[config.mk]
export PLATFORM = sky130hd
export DESIGN_NAME = smc_top
export DESIGN_NICKNAME = d
export VERILOG_FILES = /design/src/design/smc_pkg.sv /design/src/design/smc_top.sv /design/src/design/smc_mode_latch.sv
export VERILOG_INCLUDE_DIRS = /design/src /design/src/design
export SDC_FILE = /design/constraint.sdc
export NUM_CORES = 1
export LEC_CHECK = 0
export BUFFER_PORTS_ARGS = -buffer_cell sky130_fd_sc_hd__buf_4
export CELL_PAD_IN_SITES_DETAIL_PLACEMENT = 0
export CELL_PAD_IN_SITES_GLOBAL_PLACEMENT = 2
export CORE_UTILIZATION = 28
export CTS_CLUSTER_SIZE = 12
export DETAILED_ROUTE_END_ITERATION = 12
export PLACE_DENSITY_LB_ADDON = 0.1
export SYNTH_ARGS = -nofsm -noshare
export SYNTH_HDL_FRONTEND = slang
export SYNTH_HIERARCHICAL = 1
export SYNTH_SLANG_ARGS = --single-unit
[constraint.sdc]
create_clock -name pclk -period 3.35 [get_ports pclk]
set_input_delay 0.5025 -clock pclk [delete_from_list [all_inputs] [get_ports pclk]]
set_output_delay 0.5025 -clock pclk [all_outputs]
set_load 0.1 [all_outputs]
[src/design/smc_defines.svh]
// Constants: offsets, field positions, masks, reset values, RAM bank map and mode select encodings
`ifndef SMC_DEFINES_SVH
`define SMC_DEFINES_SVH

// ==========================================================
// Register indices (byte address is four times the index)
`define SMC_IDX_MODE      24'hfffdc0
`define SMC_IDX_CLK       24'hfffdc4
`define SMC_IDX_STOP_A    24'hfffdc8
`define SMC_IDX_STOP_B    24'hfffdca
`define SMC_IDX_STOP_C    24'hfffdcc

// ==========================================================
// Field positions
`define SMC_MODE_TOP_BIT  15
`define SMC_MODE_SEL_LSB  8
`define SMC_CORE_SEL_LSB  8
`define SMC_PERI_SEL_LSB  4
`define SMC_BUS_SEL_LSB   0
`define SMC_ALL_STOP_EN_BIT 15
`define SMC_DMA_BIT       13
`define SMC_SCI0_BIT      8
`define SMC_RAM_LSB       0
`define SMC_RAM_BANKS     5

// ==========================================================
// Implemented bit masks
`define SMC_MASK_MODE     16'h8f00
`define SMC_MASK_CLK      16'h0777
`define SMC_MASK_STOP_A   16'hb329
`define SMC_MASK_STOP_B   16'h97c0
`define SMC_MASK_STOP_C   16'hfc1f
`define SMC_PERI_STOP_A   16'h3329
`define SMC_PERI_STOP_C   16'hfc00

// ==========================================================
// Reset values
`define SMC_RST_CLK       16'h0111
`define SMC_RST_STOP_A    16'h3329
`define SMC_RST_STOP_B    16'h97c0
`define SMC_RST_STOP_C    16'hfc00

// ==========================================================
// RAM bank map
`define SMC_RAM_BASE      24'hff2000
`define SMC_RAM_BANK_SIZE 24'h002000

// ==========================================================
// Mode select encodings
`define SMC_MDS_MODE2     4'hc
`define SMC_MDS_MODE4     4'h2
`define SMC_MDS_MODE5     4'h1
`define SMC_MDS_MODE6     4'h5
`define SMC_MDS_MODE7     4'h4
`define SMC_MDS_OTHER     4'h0

`endif

[src/design/smc_pkg.sv]
// Types shared by the system mode and clock stop control block
package smc_pkg;

	typedef struct packed {
		logic [2:0] core;
		logic [2:0] periph;
		logic [2:0] bus;
	} smc_clk_sel_s;

	typedef struct packed {
		logic       top;
		logic [3:0] sel;
	} smc_mode_s;

	typedef enum logic [1:0] {
		SMC_RUN  = 2'b00,
		SMC_DEEP = 2'b01
	} smc_pwr_e;

endpackage

[src/design/smc_top.sv]
// System mode, clock select and module stop control with APB slave
//
// Register access over APB is this design's own decision.
`timescale 1ns/1ns
`default_nettype none
`include "smc_defines.svh"

module smc_top (
	input  wire logic        pclk,
	input  wire logic        presetn,
	input  wire logic        psel,
	input  wire logic        penable,
	input  wire logic        pwrite,
	input  wire logic [31:0] paddr,
	input  wire logic [31:0] pwdata,
	input  wire logic [3:0]  pstrb,
	output logic             pready,
	output logic [31:0]      prdata,
	output logic             pslverr,
	input  wire logic        top_mode_pin,
	input  wire logic [2:0]  lower_mode_pins,
	input  wire logic        sleep_req,
	input  wire logic [23:0] ram_addr,
	output logic             core_clk_en,
	output logic             periph_clk_en,
	output logic             bus_clk_en,
	output logic [15:0]      module_halt_a,
	output logic [15:0]      module_halt_b,
	output logic [15:0]      module_halt_c,
	output logic             dma_stop_bit,
	output logic             serial0_stop_bit,
	output logic [4:0]       ram_bank_stop_bit,
	output logic             bus_ctrl_stop,
	output logic             io_port_stop,
	output logic             ram_access_stopped
);

	// ==========================================================
	// Register state
	logic [15:0]            clk_sel_r;
	logic [15:0]            stop_a_r;
	logic [15:0]            stop_b_r;
	logic [15:0]            stop_c_r;
	logic                   pready_r;
	logic                   pslverr_r;
	logic [31:0]            prdata_r;
	logic [2:0]             div_cnt_r;
	logic                   core_en_r;
	logic                   peri_en_r;
	logic                   bus_en_r;
	logic                   ram_blk_r;
	smc_pkg::smc_pwr_e      pwr_r;
	smc_pkg::smc_pwr_e      pwr_nxt;

	// ==========================================================
	// APB decode
	wire logic        setup_ph;
	wire logic        access_ph;
	wire logic        addr_ok;
	wire logic [23:0] reg_idx;
	wire logic        sel_mode;
	wire logic        sel_clk;
	wire logic        sel_a;
	wire logic        sel_b;
	wire logic        sel_c;
	wire logic        reg_hit;
	wire logic        wr_take;
	wire logic [15:0] lane_mask;
	wire logic [15:0] wr_val;

	assign setup_ph  = psel && !penable;
	assign access_ph = psel && penable && pready_r;
	assign reg_idx   = paddr[25:2];
	assign addr_ok   = (paddr[31:26] == 6'h00) && (paddr[1:0] == 2'h0);
	assign sel_mode  = addr_ok && (reg_idx == `SMC_IDX_MODE);
	assign sel_clk   = addr_ok && (reg_idx == `SMC_IDX_CLK);
	assign sel_a     = addr_ok && (reg_idx == `SMC_IDX_STOP_A);
	assign sel_b     = addr_ok && (reg_idx == `SMC_IDX_STOP_B);
	assign sel_c     = addr_ok && (reg_idx == `SMC_IDX_STOP_C);
	assign reg_hit   = sel_mode || sel_clk || sel_a || sel_b || sel_c;
	assign wr_take   = access_ph && pwrite && !pslverr_r;
	assign lane_mask = {{8{pstrb[1]}}, {8{pstrb[0]}}};
	assign wr_val    = pwdata[15:0];

	// ==========================================================
	// Mode pin latch
	wire logic               mode_capture;
	smc_pkg::smc_mode_s      mode_view;
	wire logic [15:0]        mode_word;

	assign mode_capture = setup_ph && !pwrite && sel_mode;

	smc_mode_latch u_mode_latch (
		.clk             (pclk),
		.rst_n           (presetn),
		.capture         (mode_capture),
		.top_mode_pin    (top_mode_pin),
		.lower_mode_pins (lower_mode_pins),
		.mode_view       (mode_view)
	);

	assign mode_word = {mode_view.top, 3'h0, mode_view.sel, 8'h00};

	// ==========================================================
	// Read mux
	wire logic [15:0] rd_word;
	wire logic [15:0] rd_mode;
	wire logic [15:0] rd_clk;
	wire logic [15:0] rd_a;
	wire logic [15:0] rd_b;
	wire logic [15:0] rd_c;

	// Unassigned bits and unmapped reads give zero
	assign rd_mode = mode_word & `SMC_MASK_MODE;
	assign rd_clk  = clk_sel_r & `SMC_MASK_CLK;
	assign rd_a    = stop_a_r & `SMC_MASK_STOP_A;
	assign rd_b    = stop_b_r & `SMC_MASK_STOP_B;
	assign rd_c    = stop_c_r & `SMC_MASK_STOP_C;

	assign rd_word =
		sel_mode ? rd_mode :
		sel_clk  ? rd_clk :
		sel_a    ? rd_a :
		sel_b    ? rd_b :
		sel_c    ? rd_c :
		16'h0000;

	// ==========================================================
	// Masked write values
	wire logic [15:0] clk_wr;
	wire logic [15:0] a_wr;
	wire logic [15:0] b_wr;
	wire logic [15:0] c_wr;

	assign clk_wr = ((clk_sel_r & ~lane_mask) | (wr_val & lane_mask))
		& `SMC_MASK_CLK;
	assign a_wr = ((stop_a_r & ~lane_mask) | (wr_val & lane_mask))
		& `SMC_MASK_STOP_A;
	assign b_wr = ((stop_b_r & ~lane_mask) | (wr_val & lane_mask))
		& `SMC_MASK_STOP_B;
	assign c_wr = ((stop_c_r & ~lane_mask) | (wr_val & lane_mask))
		& `SMC_MASK_STOP_C;

	// ==========================================================
	// APB response, one registered access cycle
	always_ff @(posedge pclk or negedge presetn) begin
		if (!presetn) begin
			pready_r <= 1'b0;
		end else begin
			pready_r <= setup_ph;
		end
	end

	// Error and data captured at the setup edge
	always_ff @(posedge pclk or negedge presetn) begin
		if (!presetn) begin
			pslverr_r <= 1'b0;
		end else if (setup_ph) begin
			pslverr_r <= !reg_hit;
		end
	end

	always_ff @(posedge pclk or negedge presetn) begin
		if (!presetn) begin
			prdata_r <= 32'h0000_0000;
		end else if (setup_ph) begin
			prdata_r <= pwrite ? 32'h0000_0000 : {16'h0000, rd_word};
		end
	end

	// ==========================================================
	// Control registers; mode register writes fall through
	always_ff @(posedge pclk or negedge presetn) begin
		if (!presetn) begin
			clk_sel_r <= `SMC_RST_CLK;
		end else if (wr_take && sel_clk) begin
			clk_sel_r <= clk_wr;
		end
	end

	always_ff @(posedge pclk or negedge presetn) begin
		if (!presetn) begin
			stop_a_r <= `SMC_RST_STOP_A;
		end else if (wr_take && sel_a) begin
			stop_a_r <= a_wr;
		end
	end

	always_ff @(posedge pclk or negedge presetn) begin
		if (!presetn) begin
			stop_b_r <= `SMC_RST_STOP_B;
		end else if (wr_take && sel_b) begin
			stop_b_r <= b_wr;
		end
	end

	always_ff @(posedge pclk or negedge presetn) begin
		if (!presetn) begin
			stop_c_r <= `SMC_RST_STOP_C;
		end else if (wr_take && sel_c) begin
			stop_c_r <= c_wr;
		end
	end

	// ==========================================================
	// Clock rate enables; pclk is the twice-input rate
	smc_pkg::smc_clk_sel_s clk_sel;

	assign clk_sel = '{
		core:   clk_sel_r[`SMC_CORE_SEL_LSB +: 3],
		periph: clk_sel_r[`SMC_PERI_SEL_LSB +: 3],
		bus:    clk_sel_r[`SMC_BUS_SEL_LSB +: 3]
	};

	function automatic logic rate_en(input logic [2:0] code,
		input logic [2:0] cnt);
		logic en;
		en = 1'b0;
		unique case (code)
			3'h0, 3'h1: en = 1'b1;
			3'h2:       en = (cnt[0] == 1'b0);
			3'h3:       en = (cnt[1:0] == 2'h0);
			default:    en = (cnt == 3'h0);
		endcase
		return en;
	endfunction

	wire logic core_en_nxt;
	wire logic peri_en_nxt;
	wire logic bus_en_nxt;

	assign core_en_nxt = rate_en(clk_sel.core, div_cnt_r);
	assign peri_en_nxt = rate_en(clk_sel.periph, div_cnt_r);
	assign bus_en_nxt  = rate_en(clk_sel.bus, div_cnt_r);

	// Deep stop also silences the bus clock
	wire logic deep_now;

	assign deep_now = (pwr_r == smc_pkg::SMC_DEEP);

	always_ff @(posedge pclk or negedge presetn) begin
		if (!presetn) begin
			div_cnt_r <= 3'h0;
		end else begin
			div_cnt_r <= div_cnt_r + 3'h1;
		end
	end

	always_ff @(posedge pclk or negedge presetn) begin
		if (!presetn) begin
			core_en_r <= 1'b0;
			peri_en_r <= 1'b0;
			bus_en_r  <= 1'b0;
		end else begin
			core_en_r <= core_en_nxt;
			peri_en_r <= peri_en_nxt;
			bus_en_r  <= bus_en_nxt && !deep_now;
		end
	end

	// ==========================================================
	// All-module clock stop on sleep
	wire logic all_peri_stopped;
	wire logic deep_ok;
	wire logic peri_a_all;
	wire logic peri_b_all;
	wire logic peri_c_all;

	assign peri_a_all = (stop_a_r & `SMC_PERI_STOP_A) == `SMC_PERI_STOP_A;
	assign peri_b_all = (stop_b_r & `SMC_MASK_STOP_B) == `SMC_MASK_STOP_B;
	assign peri_c_all = (stop_c_r & `SMC_PERI_STOP_C) == `SMC_PERI_STOP_C;
	assign all_peri_stopped = peri_a_all && peri_b_all && peri_c_all;
	assign deep_ok = stop_a_r[`SMC_ALL_STOP_EN_BIT] && all_peri_stopped
		&& sleep_req;

	always_comb begin
		pwr_nxt = pwr_r;
		unique case (pwr_r)
			smc_pkg::SMC_RUN: begin
				if (deep_ok) begin
					pwr_nxt = smc_pkg::SMC_DEEP;
				end
			end
			smc_pkg::SMC_DEEP: begin
				if (!deep_ok) begin
					pwr_nxt = smc_pkg::SMC_RUN;
				end
			end
			default: pwr_nxt = smc_pkg::SMC_RUN;
		endcase
	end

	always_ff @(posedge pclk or negedge presetn) begin
		if (!presetn) begin
			pwr_r <= smc_pkg::SMC_RUN;
		end else begin
			pwr_r <= pwr_nxt;
		end
	end

	// ==========================================================
	// RAM bank range check, bit 4 lowest address
	wire logic [4:0] bank_hit;

	genvar gb;
	generate
		for (gb = 0; gb < `SMC_RAM_BANKS; gb++) begin : g_bank
			localparam logic [23:0] LO = `SMC_RAM_BASE
				+ 24'(`SMC_RAM_BANKS - 1 - gb) * `SMC_RAM_BANK_SIZE;
			localparam logic [23:0] HI = LO + `SMC_RAM_BANK_SIZE;
			assign bank_hit[gb] = (ram_addr >= LO) && (ram_addr < HI)
				&& stop_c_r[`SMC_RAM_LSB + gb];
		end
	endgenerate

	always_ff @(posedge pclk or negedge presetn) begin
		if (!presetn) begin
			ram_blk_r <= 1'b0;
		end else begin
			ram_blk_r <= |bank_hit;
		end
	end

	// ==========================================================
	// Outputs from flip-flops; bus_ctrl_stop and io_port_stop decode pwr_r
	assign pready             = pready_r;
	assign prdata             = prdata_r;
	assign pslverr            = pslverr_r;
	assign core_clk_en        = core_en_r;
	assign periph_clk_en      = peri_en_r;
	assign bus_clk_en         = bus_en_r;
	assign module_halt_a      = stop_a_r;
	assign module_halt_b      = stop_b_r;
	assign module_halt_c      = stop_c_r;
	assign dma_stop_bit       = stop_a_r[`SMC_DMA_BIT];
	assign serial0_stop_bit   = stop_b_r[`SMC_SCI0_BIT];
	assign ram_bank_stop_bit  = stop_c_r[`SMC_RAM_LSB +: 5];
	assign bus_ctrl_stop      = deep_now;
	assign io_port_stop       = deep_now;
	assign ram_access_stopped = ram_blk_r;

endmodule // smc_top
`default_nettype wire

[src/design/smc_mode_latch.sv]
// Mode pin latch and mode select encoder
`timescale 1ns/1ns
`default_nettype none
`include "smc_defines.svh"

module smc_mode_latch (
	input  wire logic              clk,
	input  wire logic              rst_n,
	input  wire logic              capture,
	input  wire logic              top_mode_pin,
	input  wire logic [2:0]        lower_mode_pins,
	output smc_pkg::smc_mode_s     mode_view
);

	logic               held_r;
	smc_pkg::smc_mode_s held_val_r;
	smc_pkg::smc_mode_s live_val;
	logic [3:0]         live_sel;

	always_comb begin
		unique case (lower_mode_pins)
			3'b010:  live_sel = `SMC_MDS_MODE2;
			3'b100:  live_sel = `SMC_MDS_MODE4;
			3'b101:  live_sel = `SMC_MDS_MODE5;
			3'b110:  live_sel = `SMC_MDS_MODE6;
			3'b111:  live_sel = `SMC_MDS_MODE7;
			default: live_sel = `SMC_MDS_OTHER;
		endcase
	end

	assign live_val  = '{top: top_mode_pin, sel: live_sel};
	assign mode_view = held_r ? held_val_r : live_val;

	// First read captures; only reset frees the latch
	always_ff @(posedge clk or negedge rst_n) begin
		if (!rst_n) begin
			held_r     <= 1'b0;
			held_val_r <= '0;
		end else if (capture && !held_r) begin
			held_r     <= 1'b1;
			held_val_r <= live_val;
		end
	end

endmodule // smc_mode_latch
`default_nettype wire

; After elaboration in Yosys (flattened, before gate mapping)
; Index checks and enable logic that the tools add are counted.
[word_totals]
regBits = 84
latch_bits = 0
ramBits = 0
rom_bits = 0
in_bits = 102
out_inout_bits = 95
elab_cells = 133
n_memories = 0
[op_classes]
addsub = 1
n_mul = 0
div = 0
order_cmp = 10
eq_ne = 25
shifts = 0
mux = 14
bitwise = 11
reduce_logical = 56
[ops]
columns = operator, count
row1 = "24-bit equality test, second input constant", 5
row2 = "24-bit greater-or-equal comparator, second input constant", 5
row3 = "24-bit < comparator, second input constant", 5
row4 = 16-bit 2-to-1 mux, 6
row5 = 16-bit AND, 4
row6 = 16-bit OR, 3
row7 = 1-bit logical AND, 33
row8 = "3-bit by 2-bit equality test with 1-bit output, second input constant", 7
row9 = 4-bit case mux with 5 select lines, 1
row10 = 16-bit inverter, 1
row11 = "7-bit equality test, second input constant", 2
row12 = "3-bit equality test, second input constant", 4
row13 = 3-bit zero test, 4
row14 = 11-bit AND, 1
row15 = 11-bit OR, 1
row16 = "3-bit by 1-bit equality test with 1-bit output, second input constant", 3
row17 = 1-bit case mux with 3 select lines, 3
row18 = "6-bit equality test, second input constant", 1
row19 = 1-bit zero test, 6
row20 = 2-bit zero test, 3
row21 = 6-bit zero test, 1
row22 = 2-bit OR reduction, 3
row23 = 5-bit 2-to-1 mux, 1
row24 = 5-bit OR reduction, 1
row25 = 8 further kinds, 13

; Longest topological paths before layout
[logic_depth]
word_depth = 9
mapped_depth = 10
ltp_nobuf = 7

; By module
; Netlist, hierarchy kept.
[by_module_without_submodules]
columns = mod, n_inst, cells_each, area_per_inst_um2, seq_area_each_um2
row1 = smc_top, 1, 289, 3355.7, 1555.2
row2 = smc_mode_latch, 1, 36, 319.1, 150.1

; Worst setup path before layout
; Ideal clock, no wire load.
[synth_timing]
path_kind = in2reg
from = input port paddr[26]
to = register u_mode_latch/held_val_r[4] (netlist name)
setup_time_ns = 0.125
arrival_ns = 2.689
required_ns = 3.225
setup_slack_ns = 0.536
stages = 8
n_path_buf = 2
cell_sequence = nand4b_1 or4_4 or4_4 buf_6 nor4_1 nand2b_4 buf_6 mux2_4
[synth_between]
elab_chain_len = 5
[synth_rtl]
columns = item, line_no
row1 = start: declaration, smc_top.sv:14  ; input wire logic [31:0] paddr,
row2 = 6-bit zero test, smc_top.sv:74  ; assign addr_ok = (paddr[31:26] == 6'h00) && (paddr[1:0] == 2'h0);
row3 = 1-bit logical AND, smc_top.sv:74
row4 = 1-bit logical AND, smc_top.sv:75  ; assign sel_mode = addr_ok && (reg_idx == `SMC_IDX_MODE);
row5 = 1-bit logical AND, smc_top.sv:91  ; assign mode_capture = setup_ph && !pwrite && sel_mode;
row6 = via mode_capture, smc_top.sv:87  ; wire logic mode_capture;
row7 = 1-bit logical AND, smc_mode_latch.sv:39  ; end else if (capture && !held_r) begin
row8 = end signal: assignment, smc_mode_latch.sv:41  ; held_val_r <= live_val;
row9 = end: declaration, smc_mode_latch.sv:16  ; smc_pkg::smc_mode_s held_val_r;
; The timed path passes the listed nets, and every way through them passes these cells.
; A chain may end at the register's enable or synchronous reset.

; Worst setup path after layout
; Same ends and word-level chain as after synthesis.

==> impl_metrics.csv <==
group,metric,value,unit
critical_path,reg2reg_setup_slack,1.22,ns
critical_path,worstSetupEndpointType,"flop",
yosys,synth_area,3675,um2
die,dieWidth,116.6,um
yosys,synth.area.top_cells,"dfrtp_1 30%, dfstp_2 16%, mux2_2 11%, buf_4 9.6%, nor4_4 4.1%",
sta,relSlewSlack,0.4188,
yosys,synth_top_cell_area_share,0.2996,
sta,slew_viol_final,0,
yosys,syn_avg_cell_area,11.31,um2
die,start_util,0.2888,
critical_path,crit_arrival,2.68,ns
sta,rsz0062_at_grt,"no",
sta,fin_crit,2.463,ns
pwr,ir_drop,0.2019,mV
clocking,cts_resized,0,
sta,fin_crit_sh,0.7354,
drt,postRouteAntennaNets,0,
die,num_rows,41,
placed_design,dpl_worst_slack,0.5229,ns
yosys,synth_cells,325,
placed_design,place.gp.congestion,0.6972,
drt,vias,2823,
finish,syn2layout_area_growth,33.20,%
global_routing,antenna_found_initial,0,
finish,nets,549,
global_routing,grt_overflow_total,0,
finish,drive_gt1_frac,0.4933,
die,die_area,13590,um2
yosys,ys_warn_count,6,
clocking,cts_num_sinks,67,
clocking,clk_pin_slew,0.06,ns
drt,avgViaCountPerCell,4.539,
critical_path,critical_path_class,"in -> reg",
sta,finalClockSkew,0.003741,ns
clocking,cts_max_path_buffers,2,
sta,hold_violations,0,
pwr,p_per_area,425.9,nW/um2
clocking,clk_latency,0.33,ns
placed_design,portBuffers,127,
run,drv_cap,0,
pwr,leakagePower,2.336,nW
sta,max_slew.worst_pin.slew,0.8718,ns
yosys,synth_flop_cell,"dfrtp_1",
yosys,synth_edf_count,0,
die,boundaryPins,197,
critical_path,required,3.56,ns
clocking,cts_hold_buf,0,
clocking,htree_num_levels,3,
critical_path,r2r_cells,4,
yosys,ys_async_sr_fraction,1.000,
yosys,yosysSeqAreaShare,0.4641,
global_routing,grt_use_total,0.1525,
critical_path,path_max_fanout,12,
die,core,12720,um2
yosys,ys_types,48,
sta,worst_slack,0.8866,ns
sta,fmax,405.9,MHz
yosys,synth_area_leader_cell,"dfrtp_1",
global_routing,grt_pass1_wl,15340,um
clocking,cts_tree,"done",
die,die_h,116.6,um
clocking,cts_root_buffer,"clkbuf_16",
pwr,total_power,2.085,mW
drt,drc,0,
placed_design,place_hpwl,7450,um
drt,drt_iter0_drc,99,
worst_hold_path,hold_class,"in -> async",
finish,n_fill_cell,1283,
drt,drt_wl_total,10020,um
sta,finalSetupViolCount,0,
clocking,cts_setup_buffers,0,
clocking,cts_buffers,9,
global_routing,grt_pass1_vias,2692,
drt,first_pass_iters,7,
sta,finalSetupTns,0,ns
global_routing,grt_max_degree,68,
drt,wl_per_cell,16.10,um
finish,n_antenna_cell,0,
critical_path,worst_setup_path_start_kind,"input pin",
yosys,synth.most_common_cell,"buf_4",
yosys,synth-seq-cells,67,
yosys,synthTopCellsByCount,"47 x buf_4, 44 x dfrtp_1, 37 x mux2_2",
outcome,status,"finished, final reports clean",
-- where the power goes --
group | switching [mW] | internal, mW | total, mW
Combinational | 0.256 | 0.0668 | 0.323
Sequential | 0.000433 | 0.812 | 0.812
Clock | 0.356 | 0.594 | 0.950
Total | 0.612 | 1.47 | 2.08
-- through the flow --
step / hold WS [ns] / std cells / cell area (um2) / utilization
after CTS: 0.3296 / 622 / 4895 / 0.3847
after global placement: 0.4481 / 606 / 4591 / 0.3608
after global routing: 0.3765 / 622 / 4895 / 0.3847
after floorplan: 0.2069 / 362 / 3814 / -
after detailed placement: 0.4534 / 606 / 4591 / 0.3608
final: 0.3004 / 622 / 4895 / 0.3847
-- worst max-delay path, stage by stage --
cell and delay (ns):
buf_4 0.10, nand4b_1 0.15, or4_4 0.52, or4_4 0.62, nor4_1 0.21, buf_4 0.17
nand2b_4 0.08, mux2_4 0.30
-- logic make-up after synthesis --
kind of cell,synth area share
fa+ha+maj,0.006809
simple gates,0.1689
xor+xnor,0.004768
flops,0.4641
mux,0.1420
compound gates,0.09262
buf+inv,0.1198
other cells,0.001020
-- final timing paths --
check	from	to
hold reg to reg	div_cnt_r[2]	div_cnt_r[2]
max in group asynchronous	presetn	asynchronous set/reset pin
hold / removal	presetn	prdata[8]
setup reg to reg	pready	flop
setup / recovery	paddr[26]	u_mode_latch/held_val_r[4]
min in group pclk	pwdata[7]	flop
-- layout make-up --
class,instances,area (um2),area share
repair buffers,131,983.4,0.2009
multi-input cells,231,1668,0.3407
clock inverters,6,65.06,0.01329
inverters,5,18.77,0.003834
clock buffers,10,239.0,0.04882
well taps,172,215.2,0.04397
flip-flops and latches,67,1705,0.3484
-- layout by cell type (no fill, tap or decap), drive strengths merged, types with 2 or more instances in the layout --
| cell | instances |
|---|---|
| nand4 | 10 |
| a32o | 3 |
| a22o | 2 |
| mux2i | 9 |
| nor3 | 3 |
| nor2 | 9 |
| or2 | 3 |
| a21oi | 9 |
| dfrtp | 44 |
| inv | 5 |
| a22oi | 5 |
| xor2 | 2 |
| nor4 | 11 |
| o21bai | 2 |
| nand3b | 5 |
| dfstp | 23 |
| o21ai | 14 |
| o31ai | 12 |
| ha | 2 |
| nand2 | 29 |
| mux2 | 38 |
| or4 | 3 |
| conb | 38 |
| nand2b | 7 |
| clkinvlp | 4 |
| buf | 131 |
| nor2b | 2 |
| clkbuf | 10 |
-- metal layers --
metal | track usage | wire (um)
met5 | 0 | 0
met4 | 0.02532 | 56
met3 | 0.03633 | 532
met2 | 0.2469 | 4870
met1 | 0.2096 | 4557
(Power assumes the default switching activity.)
